`config.mk`:
```
export PLATFORM = sky130hd
export DESIGN_NAME = ppio_top
export DESIGN_NICKNAME = d
export VERILOG_FILES = /design/src/core/ppio_pkg.sv /design/src/core/ppio_port_bits.sv /design/src/core/ppio_top.sv
export SDC_FILE = /design/constraint.sdc
export NUM_CORES = 1
export LEC_CHECK = 0
export BUFFER_PORTS_ARGS = -buffer_cell sky130_fd_sc_hd__buf_2
export CORE_MARGIN = 2
export CORE_UTILIZATION = 38
export CTS_BUF_LIST = sky130_fd_sc_hd__clkbuf_2
export DETAILED_ROUTE_END_ITERATION = 10
export GPL_ROUTABILITY_DRIVEN = 0
export GPL_TIMING_DRIVEN = 0
export MAX_ROUTING_LAYER = met4
export PLACE_DENSITY_LB_ADDON = 0.12
export SETUP_SLACK_MARGIN = 0.05
export SLEW_MARGIN = 40
export SYNTH_ARGS = -nofsm -noshare
export SYNTH_HDL_FRONTEND = slang
export SYNTH_HIERARCHICAL = 1
export SYNTH_SLANG_ARGS = --single-unit
```
`constraint.sdc`:
```
create_clock -name hclk -period 2.4 [get_ports hclk]
set_input_delay 0.36 -clock hclk [delete_from_list [all_inputs] [get_ports hclk]]
set_output_delay 0.36 -clock hclk [all_outputs]
set_load 0.01 [all_outputs]
```
`src/core/ppio_pkg.sv`:
```
// constants shared by the port pin i/o control block
// assumes a 32-bit ahb-lite slave with byte offsets decoded from haddr[7:0]
package ppio_pkg;

  // ----------------------------------------------------------------
  // types and sizes
  // ----------------------------------------------------------------
  typedef logic [7:0] ppio_byte_type;

  localparam int NPORT = 7;

  localparam int IDX_P0  = 0;
  localparam int IDX_P1  = 1;
  localparam int IDX_P2  = 2;
  localparam int IDX_P6  = 3;
  localparam int IDX_P7  = 4;
  localparam int IDX_P12 = 5;
  localparam int IDX_P13 = 6;

  // ----------------------------------------------------------------
  // register map (byte offsets), index = port slot above
  // ----------------------------------------------------------------
  localparam logic [2:0] REGION_DATA = 3'h0;
  localparam logic [2:0] REGION_DIR  = 3'h1;
  localparam logic [2:0] REGION_PU   = 3'h2;
  localparam logic [2:0] REGION_MISC = 3'h3;

  localparam logic [2:0] MISC_ANALOG_DIGITAL_PIN_CONFIG = 3'h0;
  localparam logic [2:0] MISC_CSIM = 3'h1;
  localparam logic [2:0] MISC_CSIC = 3'h2;
  localparam logic [2:0] MISC_UCTL = 3'h3;

  // ----------------------------------------------------------------
  // per-port masks and reset values
  // ----------------------------------------------------------------
  localparam ppio_byte_type WIDTH_MASK [NPORT] = '{8'h7f, 8'hff, 8'hff, 8'h0f, 8'hff, 8'h1f, 8'h01};
  localparam ppio_byte_type DIR_WMASK  [NPORT] = '{8'h7f, 8'hff, 8'hff, 8'h0f, 8'hff, 8'h01, 8'h00};
  localparam ppio_byte_type DIR_RESET  [NPORT] = '{8'h7f, 8'hff, 8'hff, 8'h0f, 8'hff, 8'h1f, 8'h00};
  localparam ppio_byte_type PU_MASK    [NPORT] = '{8'h7f, 8'hff, 8'h00, 8'h00, 8'h04, 8'h01, 8'h00};
  localparam logic          OPEN_DRAIN [NPORT] = '{1'b0, 1'b0, 1'b0, 1'b1, 1'b1, 1'b0, 1'b0};

  localparam ppio_byte_type LATCH_RESET    = 8'h00;
  localparam ppio_byte_type PU_RESET       = 8'h00;
  localparam ppio_byte_type ANALOG_DIGITAL_PIN_CONFIG_RESET     = 8'h00;
  localparam ppio_byte_type SERIAL_DEFAULT = 8'h00;
  localparam ppio_byte_type ALL_DIGITAL    = 8'hff;

  localparam int UCTL_TXINV_BIT = 0;
  localparam int P1_SCK_BIT     = 0;
  localparam int P1_SO_BIT      = 2;
  localparam int P1_TXD_BIT     = 3;

  localparam logic [1:0] HTRANS_NONSEQ = 2'b10;
  localparam logic       HRESP_OKAY    = 1'b0;

endpackage : ppio_pkg

```
`src/core/ppio_port_bits.sv`:
```
// one port's pin logic: drive, open-drain, pull-up gating and read-back
// assumes latch, direction and pull-up values come from flops in the top
`timescale 1ns/1ps
module ppio_port_bits #(
  parameter int         W          = 8,
  parameter logic [7:0] PU_ALLOWED = 8'hff,
  parameter logic       OD         = 1'b0
) (
  // register state
  input  wire logic [W-1:0] latch,
  input  wire logic [W-1:0] dir_in,
  input  wire logic [W-1:0] pu_sel,
  input  wire logic [W-1:0] digital,
  input  wire logic [W-1:0] drive_val,
  // pins
  input  wire logic [W-1:0] pin_in,
  output logic      [W-1:0] pin_out,
  output logic      [W-1:0] pin_oe,
  output logic      [W-1:0] pu_en,
  // read-back
  output logic      [W-1:0] rd_val
);

  logic [W-1:0] out_mode;

  // direction bit 1 selects input; analog bits never drive
  assign out_mode = ~dir_in & digital;

  // open-drain ports only ever pull low, a one releases the pin
  assign pin_oe  = OD ? (out_mode & ~drive_val) : out_mode;
  assign pin_out = OD ? '0 : drive_val;

  // pull-up only on input bits whose port has the option
  assign pu_en = pu_sel & PU_ALLOWED[W-1:0] & dir_in & digital;

  // digital output bits read the latch, digital input bits read the pin, analog bits read zero
  assign rd_val = (out_mode & latch) | (~dir_in & ~digital & '0) | (dir_in & digital & pin_in);

endmodule : ppio_port_bits

```
`src/core/ppio_top.sv`:
```
// general-purpose port pin i/o control, ahb-lite register slave
// assumes pins are synchronous to hclk and the single master does single word transfers
//
// Summary of operation
// - every port bit except port 12 bits 4:1 and the port 13 bit is set input or output by its direction register bit
// - port 0 latch is written by software and driven on output bits
// - port 0 input bits get a pull-up only when their option bit is set
// - reset puts all port 0 and port 1 bits in input mode
// - port 1 has eight bits with latch, direction and input pull-up control
// - port 2 has eight bits, direction, no pull-up, analog after reset
// - port 6 drivers only pull low and release for a one
// - port 7 drivers are all open-drain low-side with per-bit direction
// - port 7 pull-up exists only on bit 2
// - port 12 has bidirectional bit 0 plus four fixed input bits
// - port 12 pull-up exists only on bit 0
// - port 13 is one output-only bit, output after reset
// - port 1 bits 0 and 2 show the latch only while serial registers are default
// - port 1 bit 3 shows the latch only while uart level inversion is clear
// - port 2 bits act digitally only when the analog config selects digital
`timescale 1ns/1ps
module ppio_top (
  // clock and reset
  input  wire logic        hclk,
  input  wire logic        hresetn,
  // ahb-lite slave
  input  wire logic        hsel,
  input  wire logic [31:0] haddr,
  input  wire logic [1:0]  htrans,
  input  wire logic        hwrite,
  input  wire logic [2:0]  hsize,
  input  wire logic [31:0] hwdata,
  input  wire logic        hready,
  output logic      [31:0] hrdata,
  output logic             hreadyout,
  output logic             hresp,
  // alternate serial outputs sharing port 1
  input  wire logic        csi_sck_in,
  input  wire logic        csi_so_in,
  input  wire logic        uart_txd_in,
  // port 0
  input  wire logic [6:0]  p0_in,
  output logic      [6:0]  p0_out,
  output logic      [6:0]  p0_oe,
  output logic      [6:0]  p0_pullup,
  // port 1
  input  wire logic [7:0]  p1_in,
  output logic      [7:0]  p1_out,
  output logic      [7:0]  p1_oe,
  output logic      [7:0]  p1_pullup,
  // port 2
  input  wire logic [7:0]  p2_in,
  output logic      [7:0]  p2_out,
  output logic      [7:0]  p2_oe,
  output logic      [7:0]  p2_analog,
  // port 6, open-drain
  input  wire logic [3:0]  p6_in,
  output logic      [3:0]  p6_out,
  output logic      [3:0]  p6_oe,
  // port 7, open-drain
  input  wire logic [7:0]  p7_in,
  output logic      [7:0]  p7_out,
  output logic      [7:0]  p7_oe,
  output logic      [7:0]  p7_pullup,
  // port 12
  input  wire logic [4:0]  p12_in,
  output logic      [4:0]  p12_out,
  output logic      [4:0]  p12_oe,
  output logic      [4:0]  p12_pullup,
  // port 13, output only
  output logic             p13_out,
  output logic             p13_oe
);

  // ----------------------------------------------------------------
  // state
  // ----------------------------------------------------------------
  ppio_pkg::ppio_byte_type latch_r [ppio_pkg::NPORT];
  ppio_pkg::ppio_byte_type latch_nxt [ppio_pkg::NPORT];
  ppio_pkg::ppio_byte_type dir_r [ppio_pkg::NPORT];
  ppio_pkg::ppio_byte_type dir_nxt [ppio_pkg::NPORT];
  ppio_pkg::ppio_byte_type pu_r [ppio_pkg::NPORT];
  ppio_pkg::ppio_byte_type pu_nxt [ppio_pkg::NPORT];
  ppio_pkg::ppio_byte_type analog_digital_pin_config_r;
  ppio_pkg::ppio_byte_type analog_digital_pin_config_nxt;
  ppio_pkg::ppio_byte_type csim_r;
  ppio_pkg::ppio_byte_type csim_nxt;
  ppio_pkg::ppio_byte_type csic_r;
  ppio_pkg::ppio_byte_type csic_nxt;
  ppio_pkg::ppio_byte_type uctl_r;
  ppio_pkg::ppio_byte_type uctl_nxt;
  logic                    wr_pend_r;
  logic                    wr_pend_nxt;
  logic [7:0]              wr_addr_r;
  logic [7:0]              wr_addr_nxt;
  logic [31:0]             hrdata_r;
  logic [31:0]             hrdata_nxt;

  // per-port wiring
  ppio_pkg::ppio_byte_type pin_in_a [ppio_pkg::NPORT];
  ppio_pkg::ppio_byte_type digital_a [ppio_pkg::NPORT];
  ppio_pkg::ppio_byte_type drive_a [ppio_pkg::NPORT];
  ppio_pkg::ppio_byte_type out_a [ppio_pkg::NPORT];
  ppio_pkg::ppio_byte_type oe_a [ppio_pkg::NPORT];
  ppio_pkg::ppio_byte_type pu_a [ppio_pkg::NPORT];
  ppio_pkg::ppio_byte_type rd_a [ppio_pkg::NPORT];

  logic       addr_ph;
  logic [2:0] ra_region;
  logic [2:0] ra_index;
  logic [2:0] wa_region;
  logic [2:0] wa_index;
  logic       serial_default;
  logic       tx_invert;

  // ----------------------------------------------------------------
  // bus decode
  // ----------------------------------------------------------------
  // zero wait states; reads are sampled in the address phase, which is safe
  // because a single master never overlaps a write data phase with a read
  assign addr_ph   = hsel & hready & (htrans == ppio_pkg::HTRANS_NONSEQ);
  assign ra_region = haddr[7:5];
  assign ra_index  = haddr[4:2];
  assign wa_region = wr_addr_r[7:5];
  assign wa_index  = wr_addr_r[4:2];
  assign hreadyout = 1'b1;
  assign hresp     = ppio_pkg::HRESP_OKAY;
  assign hrdata    = hrdata_r;

  // ----------------------------------------------------------------
  // alternate function muxing on port 1
  // ----------------------------------------------------------------
  assign serial_default = (csim_r == ppio_pkg::SERIAL_DEFAULT) && (csic_r == ppio_pkg::SERIAL_DEFAULT);
  assign tx_invert      = uctl_r[ppio_pkg::UCTL_TXINV_BIT];

  always_comb
  begin
    for (int i = 0; i < ppio_pkg::NPORT; i++)
    begin
      drive_a[i]   = latch_r[i];
      digital_a[i] = ppio_pkg::ALL_DIGITAL;
    end
    digital_a[ppio_pkg::IDX_P2] = analog_digital_pin_config_r;
    if (!serial_default)
    begin
      drive_a[ppio_pkg::IDX_P1][ppio_pkg::P1_SCK_BIT] = csi_sck_in;
      drive_a[ppio_pkg::IDX_P1][ppio_pkg::P1_SO_BIT]  = csi_so_in;
    end
    if (tx_invert)
      drive_a[ppio_pkg::IDX_P1][ppio_pkg::P1_TXD_BIT] = ~uart_txd_in;
  end

  // ----------------------------------------------------------------
  // pin logic per port
  // ----------------------------------------------------------------
  assign pin_in_a[ppio_pkg::IDX_P0]  = {1'b0, p0_in};
  assign pin_in_a[ppio_pkg::IDX_P1]  = p1_in;
  assign pin_in_a[ppio_pkg::IDX_P2]  = p2_in;
  assign pin_in_a[ppio_pkg::IDX_P6]  = {4'h0, p6_in};
  assign pin_in_a[ppio_pkg::IDX_P7]  = p7_in;
  assign pin_in_a[ppio_pkg::IDX_P12] = {3'h0, p12_in};
  assign pin_in_a[ppio_pkg::IDX_P13] = 8'h00;

  for (genvar g = 0; g < ppio_pkg::NPORT; g++)
  begin : g_port
    ppio_port_bits #(
      .W          (8),
      .PU_ALLOWED (ppio_pkg::PU_MASK[g]),
      .OD         (ppio_pkg::OPEN_DRAIN[g])
    ) u_bits (
      .latch     (latch_r[g]),
      .dir_in    (dir_r[g]),
      .pu_sel    (pu_r[g]),
      .digital   (digital_a[g]),
      .drive_val (drive_a[g]),
      .pin_in    (pin_in_a[g] & ppio_pkg::WIDTH_MASK[g]),
      .pin_out   (out_a[g]),
      .pin_oe    (oe_a[g]),
      .pu_en     (pu_a[g]),
      .rd_val    (rd_a[g])
    );
  end

  assign p0_out     = out_a[ppio_pkg::IDX_P0][6:0];
  assign p0_oe      = oe_a[ppio_pkg::IDX_P0][6:0];
  assign p0_pullup  = pu_a[ppio_pkg::IDX_P0][6:0];
  assign p1_out     = out_a[ppio_pkg::IDX_P1];
  assign p1_oe      = oe_a[ppio_pkg::IDX_P1];
  assign p1_pullup  = pu_a[ppio_pkg::IDX_P1];
  assign p2_out     = out_a[ppio_pkg::IDX_P2];
  assign p2_oe      = oe_a[ppio_pkg::IDX_P2];
  assign p2_analog  = ~analog_digital_pin_config_r;
  assign p6_out     = out_a[ppio_pkg::IDX_P6][3:0];
  assign p6_oe      = oe_a[ppio_pkg::IDX_P6][3:0];
  assign p7_out     = out_a[ppio_pkg::IDX_P7];
  assign p7_oe      = oe_a[ppio_pkg::IDX_P7];
  assign p7_pullup  = pu_a[ppio_pkg::IDX_P7];
  assign p12_out    = out_a[ppio_pkg::IDX_P12][4:0];
  assign p12_oe     = oe_a[ppio_pkg::IDX_P12][4:0];
  assign p12_pullup = pu_a[ppio_pkg::IDX_P12][4:0];
  assign p13_out    = out_a[ppio_pkg::IDX_P13][0];
  assign p13_oe     = oe_a[ppio_pkg::IDX_P13][0];

  // ----------------------------------------------------------------
  // register next state
  // ----------------------------------------------------------------
  always_comb
  begin
    for (int i = 0; i < ppio_pkg::NPORT; i++)
    begin
      latch_nxt[i] = latch_r[i];
      dir_nxt[i]   = dir_r[i];
      pu_nxt[i]    = pu_r[i];
    end
    analog_digital_pin_config_nxt    = analog_digital_pin_config_r;
    csim_nxt    = csim_r;
    csic_nxt    = csic_r;
    uctl_nxt    = uctl_r;
    wr_pend_nxt = addr_ph & hwrite;
    wr_addr_nxt = addr_ph ? haddr[7:0] : wr_addr_r;
    hrdata_nxt  = hrdata_r;
    // write data phase
    if (wr_pend_r)
    begin
      if (wa_index < 3'(ppio_pkg::NPORT))
      begin
        unique case (wa_region)
          ppio_pkg::REGION_DATA: latch_nxt[wa_index] = hwdata[7:0] & ppio_pkg::WIDTH_MASK[wa_index];
          // fixed-direction bits keep their reset value whatever is written
          ppio_pkg::REGION_DIR:  dir_nxt[wa_index] = (hwdata[7:0] & ppio_pkg::DIR_WMASK[wa_index])
                                                   | (ppio_pkg::DIR_RESET[wa_index]
                                                   & ~ppio_pkg::DIR_WMASK[wa_index]);
          ppio_pkg::REGION_PU:   pu_nxt[wa_index] = hwdata[7:0] & ppio_pkg::PU_MASK[wa_index];
          default:               pu_nxt[wa_index] = pu_r[wa_index];
        endcase
      end
      if ((wa_region == ppio_pkg::REGION_MISC) && (wa_index == ppio_pkg::MISC_ANALOG_DIGITAL_PIN_CONFIG))
        analog_digital_pin_config_nxt = hwdata[7:0];
      if ((wa_region == ppio_pkg::REGION_MISC) && (wa_index == ppio_pkg::MISC_CSIM))
        csim_nxt = hwdata[7:0];
      if ((wa_region == ppio_pkg::REGION_MISC) && (wa_index == ppio_pkg::MISC_CSIC))
        csic_nxt = hwdata[7:0];
      if ((wa_region == ppio_pkg::REGION_MISC) && (wa_index == ppio_pkg::MISC_UCTL))
        uctl_nxt = hwdata[7:0];
    end
    // read address phase; unmapped reads return zero
    if (addr_ph && !hwrite)
    begin
      hrdata_nxt = 32'h0000_0000;
      if (ra_index < 3'(ppio_pkg::NPORT))
      begin
        unique case (ra_region)
          ppio_pkg::REGION_DATA: hrdata_nxt[7:0] = rd_a[ra_index];
          ppio_pkg::REGION_DIR:  hrdata_nxt[7:0] = dir_r[ra_index];
          ppio_pkg::REGION_PU:   hrdata_nxt[7:0] = pu_r[ra_index];
          default:               hrdata_nxt[7:0] = 8'h00;
        endcase
      end
      if (ra_region == ppio_pkg::REGION_MISC)
      begin
        unique case (ra_index)
          ppio_pkg::MISC_ANALOG_DIGITAL_PIN_CONFIG: hrdata_nxt[7:0] = analog_digital_pin_config_r;
          ppio_pkg::MISC_CSIM: hrdata_nxt[7:0] = csim_r;
          ppio_pkg::MISC_CSIC: hrdata_nxt[7:0] = csic_r;
          ppio_pkg::MISC_UCTL: hrdata_nxt[7:0] = uctl_r;
          default:             hrdata_nxt[7:0] = 8'h00;
        endcase
      end
    end
  end

  always_ff @(posedge hclk or negedge hresetn)
  begin
    if (!hresetn)
    begin
      for (int i = 0; i < ppio_pkg::NPORT; i++)
      begin
        latch_r[i] <= ppio_pkg::LATCH_RESET;
        dir_r[i]   <= ppio_pkg::DIR_RESET[i];
        pu_r[i]    <= ppio_pkg::PU_RESET;
      end
      analog_digital_pin_config_r    <= ppio_pkg::ANALOG_DIGITAL_PIN_CONFIG_RESET;
      csim_r    <= ppio_pkg::SERIAL_DEFAULT;
      csic_r    <= ppio_pkg::SERIAL_DEFAULT;
      uctl_r    <= ppio_pkg::SERIAL_DEFAULT;
      wr_pend_r <= 1'b0;
      wr_addr_r <= 8'h00;
      hrdata_r  <= 32'h0000_0000;
    end
    else
    begin
      latch_r   <= latch_nxt;
      dir_r     <= dir_nxt;
      pu_r      <= pu_nxt;
      analog_digital_pin_config_r    <= analog_digital_pin_config_nxt;
      csim_r    <= csim_nxt;
      csic_r    <= csic_nxt;
      uctl_r    <= uctl_nxt;
      wr_pend_r <= wr_pend_nxt;
      wr_addr_r <= wr_addr_nxt;
      hrdata_r  <= hrdata_nxt;
    end
  end

  // ----------------------------------------------------------------
  // checks
  // ----------------------------------------------------------------
  logic dir0_wr;
  assign dir0_wr = wr_pend_r && (wa_region == ppio_pkg::REGION_DIR) && (wa_index == 3'(ppio_pkg::IDX_P0));

  reset_inputs_a: assert property (@(posedge hclk) disable iff (!hresetn)
    $rose(hresetn) |-> (p0_oe == 7'h00) && (p1_oe == 8'h00))
    else $error("ports 0 and 1 not input after reset");

  p0_dir_write_a: assert property (@(posedge hclk) disable iff (!hresetn)
    dir0_wr |=> (p0_oe == ~$past(hwdata[6:0])) && (p0_out == latch_r[0][6:0]))
    else $error("port 0 direction write not reflected on pins");

  pullup_gate_a: assert property (@(posedge hclk) disable iff (!hresetn)
    ((p0_pullup & p0_oe) == 7'h00) && ((p1_pullup & p1_oe) == 8'h00))
    else $error("pull-up on a driving bit");

  p2_analog_a: assert property (@(posedge hclk) disable iff (!hresetn)
    ((p2_oe & p2_analog) == 8'h00))
    else $error("analog port 2 bit driving");

  open_drain_a: assert property (@(posedge hclk) disable iff (!hresetn)
    (p6_out == 4'h0) && (p7_out == 8'h00) && ((p6_oe & ~(~dir_r[3][3:0])) == 4'h0))
    else $error("open-drain port drove high or drove an input");

  p7_pullup_a: assert property (@(posedge hclk) disable iff (!hresetn)
    (p7_pullup & 8'hfb) == 8'h00)
    else $error("port 7 pull-up outside bit 2");

  p12_fixed_a: assert property (@(posedge hclk) disable iff (!hresetn)
    (p12_oe[4:1] == 4'h0) && (p12_pullup[4:1] == 4'h0))
    else $error("port 12 input-only bit driving or pulled up");

  p13_output_a: assert property (@(posedge hclk) disable iff (!hresetn)
    p13_oe && (p13_out == latch_r[6][0]))
    else $error("port 13 not driving its latch");

  serial_mux_a: assert property (@(posedge hclk) disable iff (!hresetn)
    serial_default |-> (p1_out[0] == latch_r[1][0]) && (p1_out[2] == latch_r[1][2]))
    else $error("port 1 bit 0 or 2 not showing latch in default serial state");

  txd_inv_a: assert property (@(posedge hclk) disable iff (!hresetn)
    tx_invert |-> (p1_out[3] == ~uart_txd_in))
    else $error("port 1 bit 3 not inverted uart output");

endmodule : ppio_top

```
* Yosys cells after proc, flatten, opt, wreduce, memory -nomap -nowiden *
Memory sizes are Yosys's and may differ from the RTL's.
Index checks and enable logic that the tools add are counted.

word-level totals
  register bits = 217
  output and inout port bits = 152
  memories kept = 4
  input port bits = 117
  word-level logic and storage cells = 156
  ROM bits = 256

memory list
  memory           words  width  read ports  clocked after Yosys merged registers in  write ports  line             RTL
  (no name shown)  8      8      1           0                                        0            ppio_top.sv:232  ppio_pkg::REGION_PU: pu_nxt[wa_index] = hwdata[7:0] & ppio_pkg::PU_MASK[wa_index];
  (no name shown)  8      8      1           0                                        0            ppio_top.sv:231  & ~ppio_pkg::DIR_WMASK[wa_index]);
  (no name shown)  8      8      1           0                                        0            ppio_top.sv:230  | (ppio_pkg::DIR_RESET[wa_index]
  (no name shown)  8      8      1           0                                        0            ppio_top.sv:227  ppio_pkg::REGION_DATA: latch_nxt[wa_index] = hwdata[7:0] & ppio_pkg::WIDTH_MASK[wa_index];

operators by class
  muxes and demuxes = 34
  reductions and logical operators = 22
  equal/unequal tests = 13
  $lt $le $gt $ge = 5
  bitwise gates (word level) = 50

operator list
  operator            number
  $bwmux 56           4
  $mux 8              19
  $and 8x8->8         18
  $pmux 56 s2         1
  $bmux 8 s3          4
  $not 8->8           10
  $or 8x8->8          7
  $pmux 8 s4          1
  $demux 8 s3         1
  $eq 3x2->1 const B  8
  $pmux 8 s3          1
  $logic_not 8->1     2
  $eq 3x1->1 const B  4
  $logic_not 3->1     4
  $reduce_and 3->1    3
  $and 3x8->8         1
  $and 8x4->8         1
  $and 8x5->8         1
  $and 8x7->8         1
  $ge 4x4->1 const B  2
  $not 3->4           2
  $reduce_and 2->1    4
  $and 7x7->7         1
  $logic_and 1x1->1   7
  other kinds (11)    17

* Longest topological paths before layout *
  depth in word-level cells = 10
  mapped depth = 9
  mapped depth without buffers = 7

* Cells and area by module *
Netlist, hierarchy kept.

by module, submodules not included
  module                                 times used  sequential area each (µm²)  area an instance (µm²)  cells an instance
  ppio_top                               1           5430.2                      10994.3                 939
  ppio_port_bits (g_port[2].u_bits ...)  2           0.0                         324.1                   41
  ppio_port_bits (g_port[3].u_bits ...)  2           0.0                         314.1                   41
  ppio_port_bits (g_port[0].u_bits)      1           0.0                         321.6                   41
  ppio_port_bits (g_port[1].u_bits)      1           0.0                         320.3                   40
  ppio_port_bits (g_port[5].u_bits)      1           0.0                         306.5                   41

* Worst setup path before layout *
OpenSTA, ideal clock, no wires.

  kind = register to register
  start = register wr_addr_r[2]
  end = register latch_r, in the netlist drive_a[13]
  path slack = 508 ps
  clock period less this slack = 1892 ps
  data arrival time = 1758 ps
  required time = 2266 ps
  path buffers = 2
  cell stages (with the launch flop) = 8
  setup time = 134 ps
  path through = dfrtp_1 -> buf_4 -> clkinv_1 -> ha_1 -> nand2b_1 -> nand3_1 -> clkbuf_1 -> o21ai_0

between the ends
  cells in the longest elaborated chain, start to end = 6
  elaborated cells between the ends (all ways) = 13
  classes of those cells = order compare (3); mux (5); bitwise (2); reduce/logical (2); memory (1)

RTL lines
  what                                                               line             RTL
  start: declaration                                                 ppio_top.sv:93   logic [7:0] wr_addr_r;
  start signal: assignment                                           ppio_top.sv:299  wr_addr_r <= wr_addr_nxt;
  $not 3->4 (not written as such)                                    ppio_top.sv:227
  $ge 4x4->1 (not written as such), or another cell as far along     ppio_top.sv:227
  $logic_and 1x1->1 (not written as such) or $mux 8 (tied branches)  ppio_top.sv:227
  $mux 8 (not written as such)                                       ppio_top.sv:227
  $demux 8 s3 or $and 8x8->8 (tied branches)                         ppio_top.sv:227
  $bwmux 56                                                          ppio_top.sv:227
  end signal: indexed assignment                                     ppio_top.sv:277  latch_r[i] <= ppio_pkg::LATCH_RESET;
  end signal: assignment                                             ppio_top.sv:291  latch_r <= latch_nxt;
  end: declaration                                                   ppio_top.sv:77   ppio_pkg::ppio_byte_type latch_r [ppio_pkg::NPORT];

Parallel ways exist; a longest one is shown, timed or not. The select of a mux whose other input is x is not followed.
A chain may end at the register's enable or synchronous reset.

==> results_dict.tcl <==
set metrics [dict create \
    ant_nets 0 \
    r2r-end "dir_r[55]$_DFFE_PN0P_" \
    hold_ws_ns 0.272 \
    finalMaxSlewViolations 0 \
    wl_met2_mm 20.1 \
    antenna_found_initial 2 \
    clock_skew_ns 0.0971 \
    htreeDepth 2 \
    wl_per_cell_um 22.0 \
    initial_core_util_pct 38.4 \
    layout-drive-gt1-share_pct 40.9 \
    switchingPower_mw 3.44 \
    final_util_pct 47.8 \
    power.share.clock_pct 28.8 \
    critPathKind "reg -> out" \
    grt_pass1_vias 10400 \
    grt_usage_pct 26.7 \
    start_kind "flop" \
    end_kind "output port" \
    core.rowCount 67 \
    drc 0 \
    cts_tree "built" \
    postSynthCellCount 1164 \
    io_pins 269 \
    p_sw_share_pct 35.8 \
    setup_slack_ns -0.278 \
    setup_viol_count_final 2 \
    firstDrtPassIters 5 \
    drtIter0Drc 812 \
    drt_wl_total_mm 45.7 \
    die_h_um 187 \
    worst_pin_slew_ns 0.814 \
    clk_pin_slew_ns 0.10 \
    cts_root_buf "clkbuf_2" \
    endpoint "p1_out[2]" \
    grt_max_degree 58 \
    drv_cap 0 \
    rsz0062_at_grt "true" \
    dp.final_hpwl_mm 33.0 \
    io_buffers 164 \
    total_power_mw 9.60 \
    ir_drop_uv 323 \
    violations "setup timing" \
    worst_r2r_path_depth 7 \
    cts.path.max_buffers 3 \
    seqPwrFrac_pct 45.6 \
    final_nets 1705 \
    yosysWarnings 6 \
    vias_per_cell 5.08 \
    r2r_slack_ns 0.08 \
    status "complete, but fails checks" \
    worstSkewPairLatency_ns 0.93 \
    clkSinkCount 215 \
    p_int_mw 6.16 \
    die_w_um 187 \
    critical_path_required_ns 2.04 \
    min_path_type "in -> reg" \
    arrival_ns 2.32 \
    slew_headroom_pct 45.5 \
    top_layer "met4" \
    core_um2 33300 \
    wl_met1_mm 19.5 \
    syn_to_final_growth_pct 24.6 \
    fmax_ghz 0.373 \
    p_per_area_nw_per_um2 604 \
    synthesis.area_um2 12800 \
    cts_made_buffers 59 \
    grt_pass1_wl_mm 67.0 \
    via_count 10600 \
    wl_met3_mm 4.20 \
    p_comb_share_pct 25.6 \
    startpoint "csim_r[3]$_DFFE_PN0P_" \
    period_share_pct 112 \
    period_minus_slack_ns 2.68 \
    timing.rr.start "wr_addr_r[2]$_DFFE_PN0P_" \
    path_max_fanout 2 \
    grt_overflow 0 \
    p_leak_nw 8.15 \
    die-area_um2 35100 \
    syn_avg_cell_area_um2 11.0 \
    hold_viol_final 0 \
]
flip-flops by register name, summed over array words and instances (netlist names), 6 cells and up:
name,cells
csic_r,8
drive_a,53
uctl_r,8
wr_addr_r,6
csim_r,8
dir_r,56
analog_digital_pin_config_r,8
hrdata,8
pu_r,56
metal layers:
metal | GRT usage (%) | vias up
met5 | - | -
met4 | 10.6 | 0
met3 | 6.12 | 99
met2 | 39.9 | 523
met1 | 35.1 | 5128
li1 | - | 4820
critical path: stages (launching register included):
cell     delay, ns
dfrtp_1       0.40
nor4_2        0.31
nand4_1       0.15
buf_6         0.16
mux2_4        0.30
buf_6         0.12
worst min path at each step:
| stage | depth (start not counted) | to | slack [ns] | startpoint |
|---|---|---|---|---|
| finish | 5 | hrdata[1]$_DFFE_PN0P_ | 0.27 | hsel |
| global route | 5 | hrdata[0]$_DFFE_PN0P_ | 0.27 | hsel |
| CTS | 5 | hrdata[4]$_DFFE_PN0P_ | 0.20 | htrans[0] |
| detailed placement | 1 | pu_r[18]$_DFFE_PN0P_ | 0.33 | hresetn |
| global placement | 2 | drive_a[29]$_DFFE_PN0P_ | 0.47 | drive_a[29]$_DFFE_PN0P_ |
| floorplan | 0 | analog_digital_pin_config_r[0]$_DFFE_PN0P_ | 0.06 | hresetn |
placed cells by master, fill, tap and decap left out, types with 15 or more instances in the layout:
master / instances
dfrtp_1: 175
buf_2: 173
conb_1: 163
nand2_1: 117
mux2_2: 115
buf_4: 96
clkbuf_2: 95
mux2i_1: 94
nor2b_1: 68
o21ai_0: 47
dfstp_2: 40
o211ai_1: 33
inv_1: 31
mux4_2: 30
and2b_2: 25
nor2_1: 24
dlygate4sd3_1: 20
o21ai_1: 17
o221ai_1: 16
clkbuf_1: 15
and3_2: 15
power groups by stage:
| stage | clock network (mW) | logic, mW | registers (mW) |
|---|---|---|---|
| floorplan | 0 | 1.48 | 4.26 |
| global placement | 0 | 2.24 | 4.44 |
| detailed placement | 0 | 2.29 | 4.44 |
| CTS | 2.84 | 2.41 | 4.37 |
| global route | 3.02 | 2.64 | 4.42 |
| finish | 2.76 | 2.46 | 4.38 |
through the flow:
step	std cells	instance area (um2)	setup TNS [ns]	worst slack (ns)
finish	2079	15900	-0.556	-0.278
global route	2078	15900	-0.748	-0.375
CTS	2072	15800	-0.635	-0.317
detailed placement	1937	14900	-24.51	-0.667
global placement	1934	14700	-604.38	-2.95
floorplan	1322	13400	0	0.508
final cells by class:
class | count | area (um2)
fillers | 3268 | 17400
multi-input cells | 943 | 7050
flip-flops and latches | 215 | 5430
repair buffers | 202 | 1290
plain buffers | 129 | 898
well taps | 448 | 561
clock buffers | 91 | 455
inverters | 33 | 125
clock inverters | 16 | 91.3
diodes | 2 | 5.00
what timing repair did:
item	in CTS	in global routing
buffers inserted	9	5
pin swaps	4	2
hold buffers	21	0
resized for setup	30	9
setup endpoints to repair	92	38
endpoints found under the hold margin	206	0
Power figures use the tool's default switching activity.
